**src/verilog/refresh_pkg.sv**
```systemverilog
// Purpose: shared constants for the refresh and power-save unit and its bus partner
// Assumes: 16-bit register port on the device, APB on the controller
// Notes: offsets are byte offsets within the peripheral block
package refresh_pkg;
  // ---------------------------------------------------------------
  // device register map
  // ---------------------------------------------------------------
  localparam logic [7:0] OFS_PARTITION = 8'he0;
  localparam logic [7:0] OFS_INTERVAL = 8'he2;
  localparam logic [7:0] OFS_ENABLE_COUNT = 8'he4;
  localparam logic [7:0] OFS_POWER_SAVE = 8'hf0;
  localparam int ENABLE_BIT = 15;
  localparam int PART_LSB = 9;
  localparam int DIV_MSB = 2;
  localparam logic [8:0] ROW_RESET = 9'h001;
  localparam logic [8:0] ROW_TAPS = 9'h110;
  localparam logic [8:0] COUNT_EXPIRE = 9'h001;
  localparam logic [8:0] MIN_INTERVAL = 9'h012;
  localparam logic [3:0] STRAP_CYCLES = 4'h8;
  // ---------------------------------------------------------------
  // controller register map (APB)
  // ---------------------------------------------------------------
  localparam logic [7:0] APB_CMD = 8'h00;
  localparam logic [7:0] APB_RDATA = 8'h04;
  localparam logic [7:0] APB_CTRL = 8'h08;
  localparam logic [7:0] APB_STATUS = 8'h0c;
  localparam int CMD_WRITE_BIT = 24;
  localparam int CMD_READ_BIT = 25;
  localparam int CTRL_TIE_TEST = 0;
  localparam int CTRL_RD_LOW = 1;
  localparam int CTRL_ONCE = 2;
  localparam int CTRL_HOLD = 3;
  localparam int CTRL_EXT_READY = 4;
  localparam int CTRL_INT_ACK = 5;

  // divisor code to (factor - 1)
  function automatic logic [7:0] div_last(input logic [2:0] code);
    case (code)
      3'h0: div_last = 8'h00;
      3'h1: div_last = 8'h03;
      3'h2: div_last = 8'h07;
      3'h3: div_last = 8'h0f;
      3'h4: div_last = 8'h1f;
      3'h5: div_last = 8'h3f;
      3'h6: div_last = 8'h7f;
      default: div_last = 8'hff;
    endcase
  endfunction
endpackage

```
**src/verilog/refresh_link_if.sv**
```systemverilog
// Purpose: wires between the refresh/power-save device and its bus partner
// Assumes: both ends on clk_sys
// Notes: float is shown by the shared pinOe, no tri-state here
`timescale 1ns/100ps
`default_nettype none
interface refresh_link_if;
  logic regWrite;
  logic regRead;
  logic [7:0] regAddr;
  logic [15:0] regWdata;
  logic [15:0] regRdata;
  logic regValid;
  logic refreshReq;
  logic [19:0] refreshAddr;
  logic refreshSelect;
  logic [2:0] refreshWaits;
  logic needExtReady;
  logic refreshDone;
  logic holdReq;
  logic holdAck;
  logic intAck;
  logic resetOut;
  logic testIn;
  logic readStrobeN;
  logic upperSelectN;
  logic lowerSelectN;
  logic clockOutput;
  logic pin0Out;
  logic pin1Out;
  logic pinOe;
  modport device (
    input regWrite, regRead, regAddr, regWdata, refreshDone, holdReq, intAck,
    input testIn, readStrobeN, upperSelectN, lowerSelectN,
    output regRdata, regValid, refreshReq, refreshAddr, refreshSelect, refreshWaits,
    output needExtReady, holdAck, resetOut, clockOutput, pin0Out, pin1Out, pinOe
  );
  modport host (
    output regWrite, regRead, regAddr, regWdata, refreshDone, holdReq, intAck,
    output testIn, readStrobeN, upperSelectN, lowerSelectN,
    input regRdata, regValid, refreshReq, refreshAddr, refreshSelect, refreshWaits,
    input needExtReady, holdAck, resetOut, clockOutput, pin0Out, pin1Out, pinOe
  );
endinterface
`default_nettype wire

```
**src/verilog/refresh_power_unit.sv**
```systemverilog
// Purpose: refresh unit, power-save divider and reset straps of the processor
// Assumes: register port strobes are one clk_sys cycle, same clock domain
// Notes: divided clock is modelled as a tick enable on clk_sys
//
// Implementation choice: the APB interface to the registers.
`timescale 1ns/100ps
`default_nettype none
// Notes on behaviour
// compatible mode hides all enhanced registers
// reset output tied to test selects enhanced
// read strobe low at reset gives queue status
// refresh request each interval, enhanced only
// select hit uses its waits, else external ready
// drop hold acknowledge when refresh is needed
// requester releases hold one clock afterwards
// registers deselected in compatible; reserved bits zero
// address: partition, three zeros, row, one
// row counter steps as nine-bit LFSR
// enable loads counter, then decrements each clock
// at one: request and reload interval
// software keeps interval at eighteen or more
// disable clears counter, keeps row counter
// power-save divides clock and clock output
// divisor codes map to 1 through 256
// refresh logic runs from divided clock
// interrupt clears power-save enable bit
// division starts and ends at the write
// both memory selects low: float all pins
// partition bits clear at reset
// power-save enable clears at reset
// refresh enable resets; counter value read-only
// row counter advances after each refresh
module refresh_power_unit (
  input wire logic clk_sys,
  input wire logic rstn,
  input wire logic ce,
  input wire logic [1:0] queueStatusIn,
  input wire logic addrLatchIn,
  input wire logic writeStrobeIn,
  input wire logic selectValid,
  input wire logic [6:0] selectBase,
  input wire logic [2:0] selectWaits,
  output logic enhancedMode,
  output logic queueStatusMode,
  refresh_link_if.device link
);
  typedef enum logic {PH_STRAP, PH_RUN} phase_e;
  typedef struct packed {
    phase_e phase;
    logic [3:0] strapCnt;
    logic [4:0] syncA;
    logic [4:0] syncB;
    logic enhanced;
    logic qsMode;
    logic floatAll;
    logic resetOut;
    logic [6:0] partition;
    logic [8:0] interval;
    logic refEn;
    logic [8:0] count;
    logic [8:0] row;
    logic psEn;
    logic [2:0] divSel;
    logic [7:0] divCnt;
    logic clockOutput;
    logic pending;
    logic refreshReq;
    logic holdAck;
    logic [19:0] refreshAddr;
    logic refreshSelect;
    logic [2:0] refreshWaits;
    logic needExtReady;
    logic [15:0] regRdata;
    logic regValid;
    logic pin0Out;
    logic pin1Out;
    logic pinOe;
  } state_s;

  state_s st_q;
  state_s st_d;
  logic tick;
  logic wrEn;
  logic [7:0] lastDiv;

  // ---------------------------------------------------------------
  // next state
  // ---------------------------------------------------------------
  always_comb begin
    st_d = st_q;
    // pins from the far side pass two flops; only syncB is read below
    st_d.syncA = {link.lowerSelectN, link.upperSelectN, link.readStrobeN, link.testIn,
                  link.holdReq};
    st_d.syncB = st_q.syncA;
    lastDiv = refresh_pkg::div_last(st_q.divSel);
    // every interval counter step waits on the divided tick
    tick = !(st_q.psEn && st_q.enhanced) || (st_q.divCnt == lastDiv);
    wrEn = link.regWrite && st_q.enhanced && (st_q.phase == PH_RUN);
    st_d.regValid = 1'b0;

    case (st_q.phase)
      PH_STRAP: begin
        st_d.resetOut = 1'b1;
        st_d.strapCnt = st_q.strapCnt + 4'h1;
        if (st_q.strapCnt == refresh_pkg::STRAP_CYCLES) begin
          // end of the reset window stands for the rising reset edge
          st_d.phase = PH_RUN;
          st_d.resetOut = 1'b0;
          st_d.enhanced = st_q.syncB[1];
          st_d.qsMode = !st_q.syncB[2];
          st_d.floatAll = !st_q.syncB[3] && !st_q.syncB[4];
        end
      end
      PH_RUN: begin
        st_d.resetOut = 1'b0;
      end
      default: begin
        st_d.phase = PH_STRAP;
      end
    endcase

    // ---------------------------------------------------------------
    // divider
    // ---------------------------------------------------------------
    st_d.divCnt = tick ? 8'h00 : st_q.divCnt + 8'h01;
    st_d.clockOutput = (st_q.psEn && st_q.enhanced) ? (st_d.divCnt <= (lastDiv >> 1))
                                                    : 1'b1;

    // ---------------------------------------------------------------
    // interval counter and request
    // ---------------------------------------------------------------
    if (st_q.refEn && st_q.enhanced && tick) begin
      if (st_q.count == refresh_pkg::COUNT_EXPIRE) begin
        st_d.pending = 1'b1;
        st_d.count = st_q.interval;
      end else begin
        st_d.count = st_q.count - 9'h001;
      end
    end
    if (link.refreshDone && st_q.pending) begin
      st_d.row = {st_q.row[7:0], ^(st_q.row & refresh_pkg::ROW_TAPS)};
      // a new expiry in the same cycle keeps the request
      st_d.pending = st_d.pending && !(st_q.count != refresh_pkg::COUNT_EXPIRE || !tick
                                       || !st_q.refEn);
    end

    // ---------------------------------------------------------------
    // register writes
    // ---------------------------------------------------------------
    if (wrEn) begin
      case (link.regAddr)
        refresh_pkg::OFS_PARTITION:
          st_d.partition = link.regWdata[15:refresh_pkg::PART_LSB];
        refresh_pkg::OFS_INTERVAL: st_d.interval = link.regWdata[8:0];
        refresh_pkg::OFS_ENABLE_COUNT: begin
          st_d.refEn = link.regWdata[refresh_pkg::ENABLE_BIT];
          // load at the write; R14: clear, row untouched
          st_d.count = link.regWdata[refresh_pkg::ENABLE_BIT] ? st_q.interval : 9'h000;
          if (!link.regWdata[refresh_pkg::ENABLE_BIT]) begin
            st_d.pending = 1'b0;
          end
        end
        refresh_pkg::OFS_POWER_SAVE: begin
          // division follows the write at once
          st_d.psEn = link.regWdata[refresh_pkg::ENABLE_BIT];
          st_d.divSel = link.regWdata[refresh_pkg::DIV_MSB:0];
          st_d.divCnt = 8'h00;
        end
        default: begin
        end
      endcase
    end
    // interrupt wins over a concurrent set: full speed first
    if (link.intAck) begin
      st_d.psEn = 1'b0;
    end

    // ---------------------------------------------------------------
    // register reads
    // ---------------------------------------------------------------
    if (link.regRead) begin
      st_d.regValid = 1'b1;
      st_d.regRdata = 16'h0000;
      if (st_q.enhanced) begin
        case (link.regAddr)
          refresh_pkg::OFS_PARTITION: st_d.regRdata = {st_q.partition, 9'h000};
          refresh_pkg::OFS_INTERVAL: st_d.regRdata = {7'h00, st_q.interval};
          refresh_pkg::OFS_ENABLE_COUNT:
            st_d.regRdata = {st_q.refEn, 6'h00, st_q.count};
          refresh_pkg::OFS_POWER_SAVE:
            st_d.regRdata = {st_q.psEn, 12'h000, st_q.divSel};
          default: st_d.regRdata = 16'h0000;
        endcase
      end
    end

    // ---------------------------------------------------------------
    // hold and refresh cycle
    // ---------------------------------------------------------------
    if (st_q.pending && st_q.holdAck) begin
      st_d.holdAck = 1'b0;
    end else if (st_q.syncB[0] && !st_q.pending && !st_q.refreshReq) begin
      st_d.holdAck = 1'b1;
    end else if (!st_q.syncB[0]) begin
      st_d.holdAck = 1'b0;
    end
    st_d.refreshReq = st_d.pending && !st_d.holdAck && !link.refreshDone;
    st_d.refreshAddr = {st_q.partition, 3'h0, st_q.row, 1'b1};
    st_d.refreshSelect = selectValid && (st_q.partition == selectBase);
    st_d.refreshWaits = selectWaits;
    st_d.needExtReady = !st_d.refreshSelect;

    // ---------------------------------------------------------------
    // pins
    // ---------------------------------------------------------------
    st_d.pinOe = !st_d.floatAll && st_d.phase == PH_RUN;
    st_d.pin0Out = st_q.qsMode ? queueStatusIn[0] : addrLatchIn;
    st_d.pin1Out = st_q.qsMode ? queueStatusIn[1] : writeStrobeIn;
  end

  always_ff @(posedge clk_sys or negedge rstn) begin
    if (!rstn) begin
      st_q <= '0;
      st_q.phase <= PH_STRAP;
      st_q.resetOut <= 1'b1;
      st_q.row <= refresh_pkg::ROW_RESET;
      st_q.clockOutput <= 1'b1;
    end else if (ce) begin
      st_q <= st_d;
    end
  end

  assign link.regRdata = st_q.regRdata;
  assign link.regValid = st_q.regValid;
  assign link.refreshReq = st_q.refreshReq;
  assign link.refreshAddr = st_q.refreshAddr;
  assign link.refreshSelect = st_q.refreshSelect;
  assign link.refreshWaits = st_q.refreshWaits;
  assign link.needExtReady = st_q.needExtReady;
  assign link.holdAck = st_q.holdAck;
  assign link.resetOut = st_q.resetOut;
  assign link.clockOutput = st_q.clockOutput;
  assign link.pin0Out = st_q.pin0Out;
  assign link.pin1Out = st_q.pin1Out;
  assign link.pinOe = st_q.pinOe;
  assign enhancedMode = st_q.enhanced;
  assign queueStatusMode = st_q.qsMode;
endmodule
`default_nettype wire

```
**src/flat_wrapper.sv**
```systemverilog
// flat-port wrapper written by rule: the top's interface ports become plain ports
module refresh_power_unit_flat 
  (clk_sys, rstn, ce, queueStatusIn, addrLatchIn, writeStrobeIn, selectValid, selectBase, selectWaits, enhancedMode, queueStatusMode, link_regWrite, link_regRead, link_regAddr, link_regWdata, link_refreshDone, link_holdReq, link_intAck, link_testIn, link_readStrobeN, link_upperSelectN, link_lowerSelectN, link_regRdata, link_regValid, link_refreshReq, link_refreshAddr, link_refreshSelect, link_refreshWaits, link_needExtReady, link_holdAck, link_resetOut, link_clockOutput, link_pin0Out, link_pin1Out, link_pinOe);
  refresh_link_if link_i ();
  input wire logic clk_sys;
  input wire logic rstn;
  input wire logic ce;
  input wire logic [1:0] queueStatusIn;
  input wire logic addrLatchIn;
  input wire logic writeStrobeIn;
  input wire logic selectValid;
  input wire logic [6:0] selectBase;
  input wire logic [2:0] selectWaits;
  output logic enhancedMode;
  output logic queueStatusMode;
  input wire logic [$bits(link_i.regWrite)-1:0] link_regWrite;
  input wire logic [$bits(link_i.regRead)-1:0] link_regRead;
  input wire logic [$bits(link_i.regAddr)-1:0] link_regAddr;
  input wire logic [$bits(link_i.regWdata)-1:0] link_regWdata;
  input wire logic [$bits(link_i.refreshDone)-1:0] link_refreshDone;
  input wire logic [$bits(link_i.holdReq)-1:0] link_holdReq;
  input wire logic [$bits(link_i.intAck)-1:0] link_intAck;
  input wire logic [$bits(link_i.testIn)-1:0] link_testIn;
  input wire logic [$bits(link_i.readStrobeN)-1:0] link_readStrobeN;
  input wire logic [$bits(link_i.upperSelectN)-1:0] link_upperSelectN;
  input wire logic [$bits(link_i.lowerSelectN)-1:0] link_lowerSelectN;
  output wire logic [$bits(link_i.regRdata)-1:0] link_regRdata;
  output wire logic [$bits(link_i.regValid)-1:0] link_regValid;
  output wire logic [$bits(link_i.refreshReq)-1:0] link_refreshReq;
  output wire logic [$bits(link_i.refreshAddr)-1:0] link_refreshAddr;
  output wire logic [$bits(link_i.refreshSelect)-1:0] link_refreshSelect;
  output wire logic [$bits(link_i.refreshWaits)-1:0] link_refreshWaits;
  output wire logic [$bits(link_i.needExtReady)-1:0] link_needExtReady;
  output wire logic [$bits(link_i.holdAck)-1:0] link_holdAck;
  output wire logic [$bits(link_i.resetOut)-1:0] link_resetOut;
  output wire logic [$bits(link_i.clockOutput)-1:0] link_clockOutput;
  output wire logic [$bits(link_i.pin0Out)-1:0] link_pin0Out;
  output wire logic [$bits(link_i.pin1Out)-1:0] link_pin1Out;
  output wire logic [$bits(link_i.pinOe)-1:0] link_pinOe;
  assign link_i.regWrite = link_regWrite;
  assign link_i.regRead = link_regRead;
  assign link_i.regAddr = link_regAddr;
  assign link_i.regWdata = link_regWdata;
  assign link_i.refreshDone = link_refreshDone;
  assign link_i.holdReq = link_holdReq;
  assign link_i.intAck = link_intAck;
  assign link_i.testIn = link_testIn;
  assign link_i.readStrobeN = link_readStrobeN;
  assign link_i.upperSelectN = link_upperSelectN;
  assign link_i.lowerSelectN = link_lowerSelectN;
  assign link_regRdata = link_i.regRdata;
  assign link_regValid = link_i.regValid;
  assign link_refreshReq = link_i.refreshReq;
  assign link_refreshAddr = link_i.refreshAddr;
  assign link_refreshSelect = link_i.refreshSelect;
  assign link_refreshWaits = link_i.refreshWaits;
  assign link_needExtReady = link_i.needExtReady;
  assign link_holdAck = link_i.holdAck;
  assign link_resetOut = link_i.resetOut;
  assign link_clockOutput = link_i.clockOutput;
  assign link_pin0Out = link_i.pin0Out;
  assign link_pin1Out = link_i.pin1Out;
  assign link_pinOe = link_i.pinOe;
  refresh_power_unit u_core (.clk_sys(clk_sys), .rstn(rstn), .ce(ce), .queueStatusIn(queueStatusIn), .addrLatchIn(addrLatchIn), .writeStrobeIn(writeStrobeIn), .selectValid(selectValid), .selectBase(selectBase), .selectWaits(selectWaits), .enhancedMode(enhancedMode), .queueStatusMode(queueStatusMode), .link(link_i));
endmodule
```
**config.mk**
```make
export PLATFORM = sky130hd
export DESIGN_NAME = refresh_power_unit_flat
export DESIGN_NICKNAME = d
export VERILOG_FILES = /design/src/verilog/refresh_pkg.sv /design/src/verilog/refresh_link_if.sv /design/src/verilog/refresh_power_unit.sv /design/src/flat_wrapper.sv
export SDC_FILE = /design/constraint.sdc
export NUM_CORES = 1
export LEC_CHECK = 0
export ABC_AREA = 0
export BUFFER_PORTS_ARGS = -buffer_cell sky130_fd_sc_hd__buf_4
export CORE_MARGIN = 5
export CORE_UTILIZATION = 50
export CTS_CLUSTER_DIAMETER = 50
export DETAILED_ROUTE_END_ITERATION = 12
export GPL_ROUTABILITY_DRIVEN = 0
export PLACE_DENSITY = 0.72
export SLEW_MARGIN = 0
export SYNTH_ARGS = -nofsm -noshare
export SYNTH_HDL_FRONTEND = slang
export SYNTH_SLANG_ARGS = --single-unit
```
**constraint.sdc**
```tcl
create_clock -name clk_sys -period 7.4 [get_ports clk_sys]
set_input_delay 1.48 -clock clk_sys [delete_from_list [all_inputs] [get_ports clk_sys]]
set_output_delay 1.48 -clock clk_sys [all_outputs]
set_load 0.05 [all_outputs]
```
Yosys cells after proc, flatten, opt, wreduce, memory -nomap -nowiden
Cells that the tools add are included.
{"block": "op_classes", "add_sub_neg": 3, "n_lt_le_gt_ge": 1, "n_eq_ne": 15, "muxes": 30, "n_bitwise": 1, "n_reduce_logical": 44}
{"op": "16-bit one-hot mux with 4 select lines", "count": 1}
{"op": "8-bit one-hot mux with 7 select lines", "count": 1}
{"op": "9-bit 2-to-1 mux", "count": 5}
{"op": "8-bit == test, second input constant", "count": 4}
{"op": "12-bit 2-to-1 mux", "count": 2}
{"op": "3-bit AND reduction", "count": 6}
{"op": "1-bit 2-to-1 mux", "count": 16}
{"op": "16-bit 2-to-1 mux", "count": 1}
{"op": "1-bit logical AND", "count": 15}
{"op": "1-bit zero test", "count": 13}
{"op": "3-bit == test, second input constant", "count": 3}
{"op": "9-bit by 1-bit == test with 1-bit output, second input constant", "count": 1}
{"op": "9-bit by 1-bit inequality test with 1-bit output, second input constant", "count": 1}
{"op": "9-bit parity", "count": 1}
{"op": "9-bit by 1-bit subtractor with 9-bit output, second input constant", "count": 1}
{"op": "8-bit by 1-bit adder with 8-bit output, second input constant", "count": 1}
{"op": "8-bit == test", "count": 1}
{"op": "8-bit by 7-bit <= comparator with 1-bit output", "count": 1}
{"op": "8-bit 2-to-1 mux", "count": 1}
{"op": "7-bit == test", "count": 1}
{"op": "3-bit by 2-bit == test with 1-bit output, second input constant", "count": 2}
{"op": "2-bit AND reduction", "count": 3}
{"op": "5-bit 2-to-1 mux", "count": 1}
{"op": "4-bit by 1-bit adder with 4-bit output, second input constant", "count": 1}
{"op": "8 further kinds", "count": 11}
{"block": "totals", "ff_bits": 112, "output_inout_bits": 51}

Longest topological paths before layout
Gate-level depths: netlist of run 1.
{"block": "depth", "depth_word": 15, "depth_mapped": 13, "ltp_nobuf": 12}

Least setup slack after synthesis of run 1
No wires, ideal clock.
{"block": "synth_path", "path_kind": "input-to-reg", "from": "input port link_regAddr[3]", "to": "register u_core.st_q[76] in the netlist's numbering", "setup_ps": 122, "arrival_time_ps": 2840, "t_required_ps": 7278, "path_slack_ps": 4437, "path_stages": 7, "path_buffers": 0, "path_cell_list": "nand4b_4 -> nor4b_4 -> a21oi_2 -> and2_4 -> and3_4 -> a21oi_1 -> o21ai_1"}
{"block": "synth_via", "elab_chain_cells": 3}
{"element": "start: declaration", "line": "flat_wrapper.sv:18", "text": "input wire logic [$bits(link_i.regAddr)-1:0] link_regAddr;"}
{"element": "8-bit == test", "line": "refresh_power_unit.sv:151", "text": "case (link.regAddr)"}
{"element": "9-bit 2-to-1 mux", "line": "refresh_power_unit.sv:151"}
{"element": "9-bit 2-to-1 mux", "line": "refresh_power_unit.sv:150", "text": "if (wrEn) begin"}
{"element": "end signal: assignment", "line": "refresh_power_unit.sv:229", "text": "st_q <= st_d;"}
{"element": "end: declaration", "line": "refresh_power_unit.sv:80", "text": "state_s st_q;"}
No other way between the ends.
A chain may end at the register's enable or synchronous reset.

==> metrics.txt, run 1 <==
number of library cell types mapped by synthesis 63; Die Ht 119 microns; sequential cell area 2810 sq um; via count about 4,300; Tcrit/Tclk final a little over two fifths; Num CTS Buffers 9; CTS resizes 0; WHS Endpoint u_core.queueStatusMode; clock slew seen by the registers of the worst setup and hold paths about 80 ps; DRC 0; Critical Path Fanout Max 68; total grt overflow 0; Max Fclk about 0.32 GHz; CTS tree done; Post-synth EDFFs 0; Area growth, synth to finish 15.3%; mapped cell area between 5000 and 6000 sq um; synth top area cells dfrtp_1, mux2_2, buf_4; DP HPWL approximately 10 mm; pwr dens 218 nW/um^2; fraction of layout cells with a size suffix above 1 ~32%; Rows 39; Final setup viols 0; metal2 WL approximately 6.3 mm; CP arrival roughly 3400 ps; TritonRoute pass-1 iters 5; global-route wire length before repair ~22 mm; status finished, final reports clean; placed cells 737; Mapped Cells between 500 and 600; Initial DRC Count 206; met1 WL approximately 5.6 mm; kind of critical path input port to flip-flop; initial antenna violation count 0; launch point of the worst reg-to-reg path u_core.st_q[57]; RSZ-0062 raised after global routing no; post-route setup TNS 0 ps; wire per inst approximately 18 microns; num ports slightly above 100; max-cap violation count 0; antenna viol nets, final 0; Crit path largest cell delay around 580 ps; post-route minimum period 3080 ps; Max VDD drop about 0.16 mV; syn avg cell area approximately 11 sq um; FF+latch count, synth 112; Initial Utilization about half; Global Route Usage Sum 19.2%; area of the multi-input gates about 2600 sq um; Hold Fails Final Rpt 0; slew margin rel. 34.2%; met3 WL 1.02 mm; Filler Cell Count roughly 940; worst hold path type flip-flop to flip-flop; worst hold start u_core.st_q[102]; crit path launch type input port; clk sink count about 110; Synth top area share roughly 46%; Antenna diodes 0; Skew-Pair Late Insertion Delay approximately 350 ps; Worst setup EP type flip-flop; most used flip-flop cell after synthesis dfrtp_1; clock root cell clkbuf_16; hold-fix buffers at CTS 0; via density per instance 5.73; Post-CTS Setup Inserts 0; WHS Path Cells 1; Non-Filler Instances about 750; Final nets around 670; FFs w/ async S/R, synth 100%; Core Footprint 11,500 sq um; H-tree depth 3; Synth area leader dfrtp_1; pre-CTS setup slack about 4000 ps; WL final between 10 and 15 mm; die span in x about 120 microns; top sig layer met4; part of the Yosys area used for sequential elements a little under half; post-route setup slack approximately 4300 ps; reg-to-reg endpoint u_core.link.clockOutput; Pwr Total approximately 1.5 mW; Longest Clk Path Bufs 2; CP cell instances buf_4, inv_1, a21oi_2, and2_4, and3_4, a21oi_1, o21ai_1; YS warnings 0; R2R depth 10; largest net degree at the start of global routing between 80 and 90; measured slew at the worst slew-check pin between 900 and 1000 ps; Clock Skews approximately 6.2 ps; IO buf count 98; CP max stage cell buf_4; vias in the first global route 4,432; Max Slew Vio Count 0; Pleak approximately 3.1 nW; Worst EP required about 7700 ps; Worst R2R Setup Slack 4470 ps; Die ar. 14,100 sq um
[cells in the final DEF (no fill, tap or decap), types with 7 or more instances in the layout]
master,count
nand4_1,7
dfrtp_1,109
inv_1,19
buf_4,99
a31oi_1,7
clkbuf_16,9
a22o_1,10
xnor2_1,13
o21ai_0,29
nor2_1,27
a21oi_1,28
nand3_1,14
mux2_2,56
a22oi_1,11
ha_1,12
nand2_1,47
[logic make-up after synthesis]
group,synth area share (%)
AND/OR/NAND/NOR,13.0
AO/OA/AOI/OAI,14.3
flip-flops,47.6
buffers and inverters,7.77
multiplexers,11.7
XOR/XNOR,2.82
adder cells (fa/ha/maj),2.72
other,0.0637
[report_power, final]
part,internal (mW),switching (mW),leakage [nW]
Combinational,0.0801,0.132,1.49
Sequential,0.653,0.0362,1.49
Clock,0.347,0.233,0.177
[stage by stage]
stage	hold WS, ps	util, %	area (sq um)
2_1_floorplan	433	-	5900
3_3_place_gp	456	56.1	6430
3_5_place_dp	455	56.1	6430
4_1_cts	481	59.2	6790
5_1_grt	497	59.2	6790
6_report	478	59.2	6790
[sequential cells by signal (all words and copies together), names as in the netlist]
name	flops
u_core.queueStatusMode	1
u_core.link.pin1Out	1
u_core.link.regRdata	16
u_core.link.refreshReq	1
u_core.link.refreshWaits	3
u_core.link.resetOut	1
u_core.link.regValid	1
u_core.link.refreshAddr	17
u_core.link.holdAck	1
u_core.st_q	43
u_core.link.pinOe	1
u_core.st_d	21
u_core.link.needExtReady	1
u_core.link.clockOutput	1
u_core.link.pin0Out	1
u_core.enhancedMode	1
u_core.link.refreshSelect	1
[metal layers]
layer,track usage [%],vias to the layer above
met4,6.66,0
met3,5.25,30
met2,30.6,164
li1,-,2026
met5,0,-
met1,25.2,2098
[layout make-up]
cell class              count  share of cell area, %
clock buffers              10                   3.52
clock inverters             6                   1.79
well taps                 143                   2.63
inverters                  19                   1.05
flip-flops and latches    112                   41.3
repair buffers             99                   10.9
multi-input cells         364                   38.8
[worst max-delay path, delay by kind of cell]
kind | cells | cell delay, ps
and+or+nand+nor | 2 | 400
buffers and inverters | 2 | 940
AOI/OAI and AO/OA | 3 | 490
[cells in the mapped netlist (all sizes together), types with 3 or more instances]
cell type,count
dfrtp,109
mux2,56
nand2,48
buf,47
o21ai,41
a21oi,29
nor2,29
inv,19
nand3,14
clkbuf,13
xnor2,13
ha,12
a22oi,11
a22o,10
a31oi,7
and3,7
nand4,7
nor3,7
mux2i,6
nand2b,6
o31ai,6
xor2,6
nor2b,4
o22ai,4
o2bb2ai,4
a21o,3
and2,3
dfstp,3
or3,3
[worst max path at each step]
stage | cells past startpoint | to | startpoint | slack, ps
CTS | 7 | u_core.st_q[76] | ce | 4320
detailed placement | 7 | u_core.st_q[76] | ce | 3960
finish | 7 | u_core.st_q[76] | ce | 4320
floorplan | 7 | u_core.st_q[76] | link_regAddr[3] | 4440
global route | 5 | u_core.enhancedMode | ce | 4160
global placement | 5 | u_core.enhancedMode | ce | 3990
Power figures use the tool's default switching activity.
==> inputs of run 2 (changes only) <==
==> constraint.sdc (replaced) <==
create_clock -name clk_sys -period 3.1 [get_ports clk_sys]
set_input_delay 0.62 -clock clk_sys [delete_from_list [all_inputs] [get_ports clk_sys]]
set_output_delay 0.62 -clock clk_sys [all_outputs]
set_load 0.05 [all_outputs]
==> run 2 against run 1 <==
Net effect: final cell count up 0.80%; combinational power increased by 140%; count of clock-buffer cells in the layout up 1; worst hold slack worse by 190 ps; clock skew rose by 0.94 ps; global-route usage rose by 0.41 points; sequential power is 140% higher; power increased by 120%; register-to-register slack got worse by 4200 ps; routed wire length about the same; non-clock buffer count grew 6; critical endpoint is now u_core.link.clockOutput; highest routed layer unchanged.
==> metrics.txt, run 2 (synthesis gave the netlist of run 1 again) <==
status finished, final reports clean; wire per inst about 18 microns; CP delay by family, top compound AO/OA/AOI/OAI gates; pwr dens 480 nW/um^2; Die Ht roughly 120 microns; routing usage on met3 between 6 and 7%; post-route cell area slightly below 7000 sq um; H-tree depth 3; launch point of the worst reg-to-reg path u_core.st_q[57]; sequential cell area about 2800 sq um; TritonRoute pass-1 iters 5; global-route wire length before repair between 20 and 25 mm; Initial DRC Count between 300 and 400; max FFs per register between 40 and 50; clk sink count 112; via count ~4,300; IO buf count 98; die span in x 119 microns; CTS tree done; post-route minimum period between 2000 and 3000 ps; max-cap violation count 0; kind of critical path flip-flop to flip-flop; measured slew at the worst slew-check pin 669 ps; via density per instance 5.66; CP cell instances or3_1, nand2_1, a32oi_4, o21ai_4, nor2_1, ha_1, a2111o_1, a31oi_1, o21ai_0, a31oi_1; Worst R2R Setup Slack 270 ps; num ports slightly above 100; Max Slew Vio Count 0; Filler Cell Count roughly 980; antenna viol nets, final 0; Max VDD drop between 0.3 and 0.4 mV; Critical Path Fanout Max 11; Area growth, synth to finish 14.6%; DRC 0; Worst Path Buf+Inv 0; R2R depth 10; largest register by flop count u_core.st_q; GR peak layer met2; met2 usage 31.5%; Hold Fails Final Rpt 0; Worst path most repeated cell a31oi_1; Antenna diodes 0; Tcrit/Tclk final 91.4%; area of the multi-input gates approximately 2600 sq um; Initial Utilization slightly above 50%; most frequent cells in the layout dfrtp_1, buf_4, mux2_2; post-route setup TNS 0 ps; hold-fix buffers at CTS 0; CP max stage cell dfrtp_1; Worst setup EP type flip-flop; Num CTS Buffers 9; Pwr Total 3.24 mW; largest net degree at the start of global routing 54; Longest Clk Path Bufs 2; Core Footprint ~11,000 sq um; Max Fclk roughly 0.35 GHz; reg-to-reg endpoint u_core.link.clockOutput; post-route setup slack 268 ps; WL final 13.4 mm; Rows 39; initial antenna violation count 0; crit path launch type flip-flop; Final setup viols 0; met1 GRT Util about a quarter; clock slew seen by the registers of the worst setup and hold paths ~70 ps; Clock Skews a little over 7 ps; pre-CTS setup slack roughly 300 ps; RSZ-0062 raised after global routing no; most common cell after layout, fill and taps aside dfrtp_1; CP arrival 3110 ps; Global Route Usage Sum roughly a fifth; CTS resizes 0; slew margin rel. ~55%; Final nets 674; vias in the first global route 4,416; DP HPWL between 9 and 10 mm; area post-placement around 6500 sq um; Post-CTS Setup Inserts 0; Die ar. between 10,000 and 15,000 sq um; Skew-Pair Late Insertion Delay about 360 ps; Crit path largest cell delay between 400 and 500 ps; Worst EP required between 3000 and 4000 ps; fraction of layout cells with a size suffix above 1 about a third; Pleak 3.13 nW; clock root cell clkbuf_16; worst hold path type input port to async pin; total grt overflow 0
## run 2: final cells by class
type	instances	area share, %
clock inverters	5	0.575
clock buffers	11	3.45
multi-input cells	364	39.0
flip-flops and latches	112	41.6
well taps	143	2.65
repair buffers	105	11.7
inverters	19	1.06
## run 2: routing by layer
layer	up-vias	wire (microns)
li1	2038	-
met4	0	135
met1	2111	5730
met3	12	959
met5	-	0
met2	134	6550
## run 2: worst max-delay path by stage
| stage | cells after the start | end | start |
|---|---|---|---|
| 2_1_floorplan | 10 | u_core.link.clockOutput | u_core.st_q[49] |
| 3_3_place_gp | 10 | u_core.link.clockOutput | u_core.st_q[57] |
| 3_5_place_dp | 10 | u_core.link.clockOutput | u_core.st_q[57] |
| 4_1_cts | 10 | u_core.link.clockOutput | u_core.st_q[57] |
| 5_1_grt | 10 | u_core.link.clockOutput | u_core.st_q[58] |
| 6_report | 10 | u_core.link.clockOutput | u_core.st_q[57] |
## run 2: power breakdown
| part | internal (mW) | switching (mW) | total, mW |
|---|---|---|---|
| sequential | 1.56 | 0.0852 | 1.64 |
| combinational | 0.194 | 0.317 | 0.512 |
| clock | 0.552 | 0.531 | 1.08 |
## run 2: through the flow
step	util (%)	cells	hold WS, ps
5_1_grt	58.9	759	339
2_1_floorplan	-	555	324
3_5_place_dp	56.5	743	452
3_3_place_gp	56.5	743	457
6_report	58.9	759	287
4_1_cts	58.9	759	310
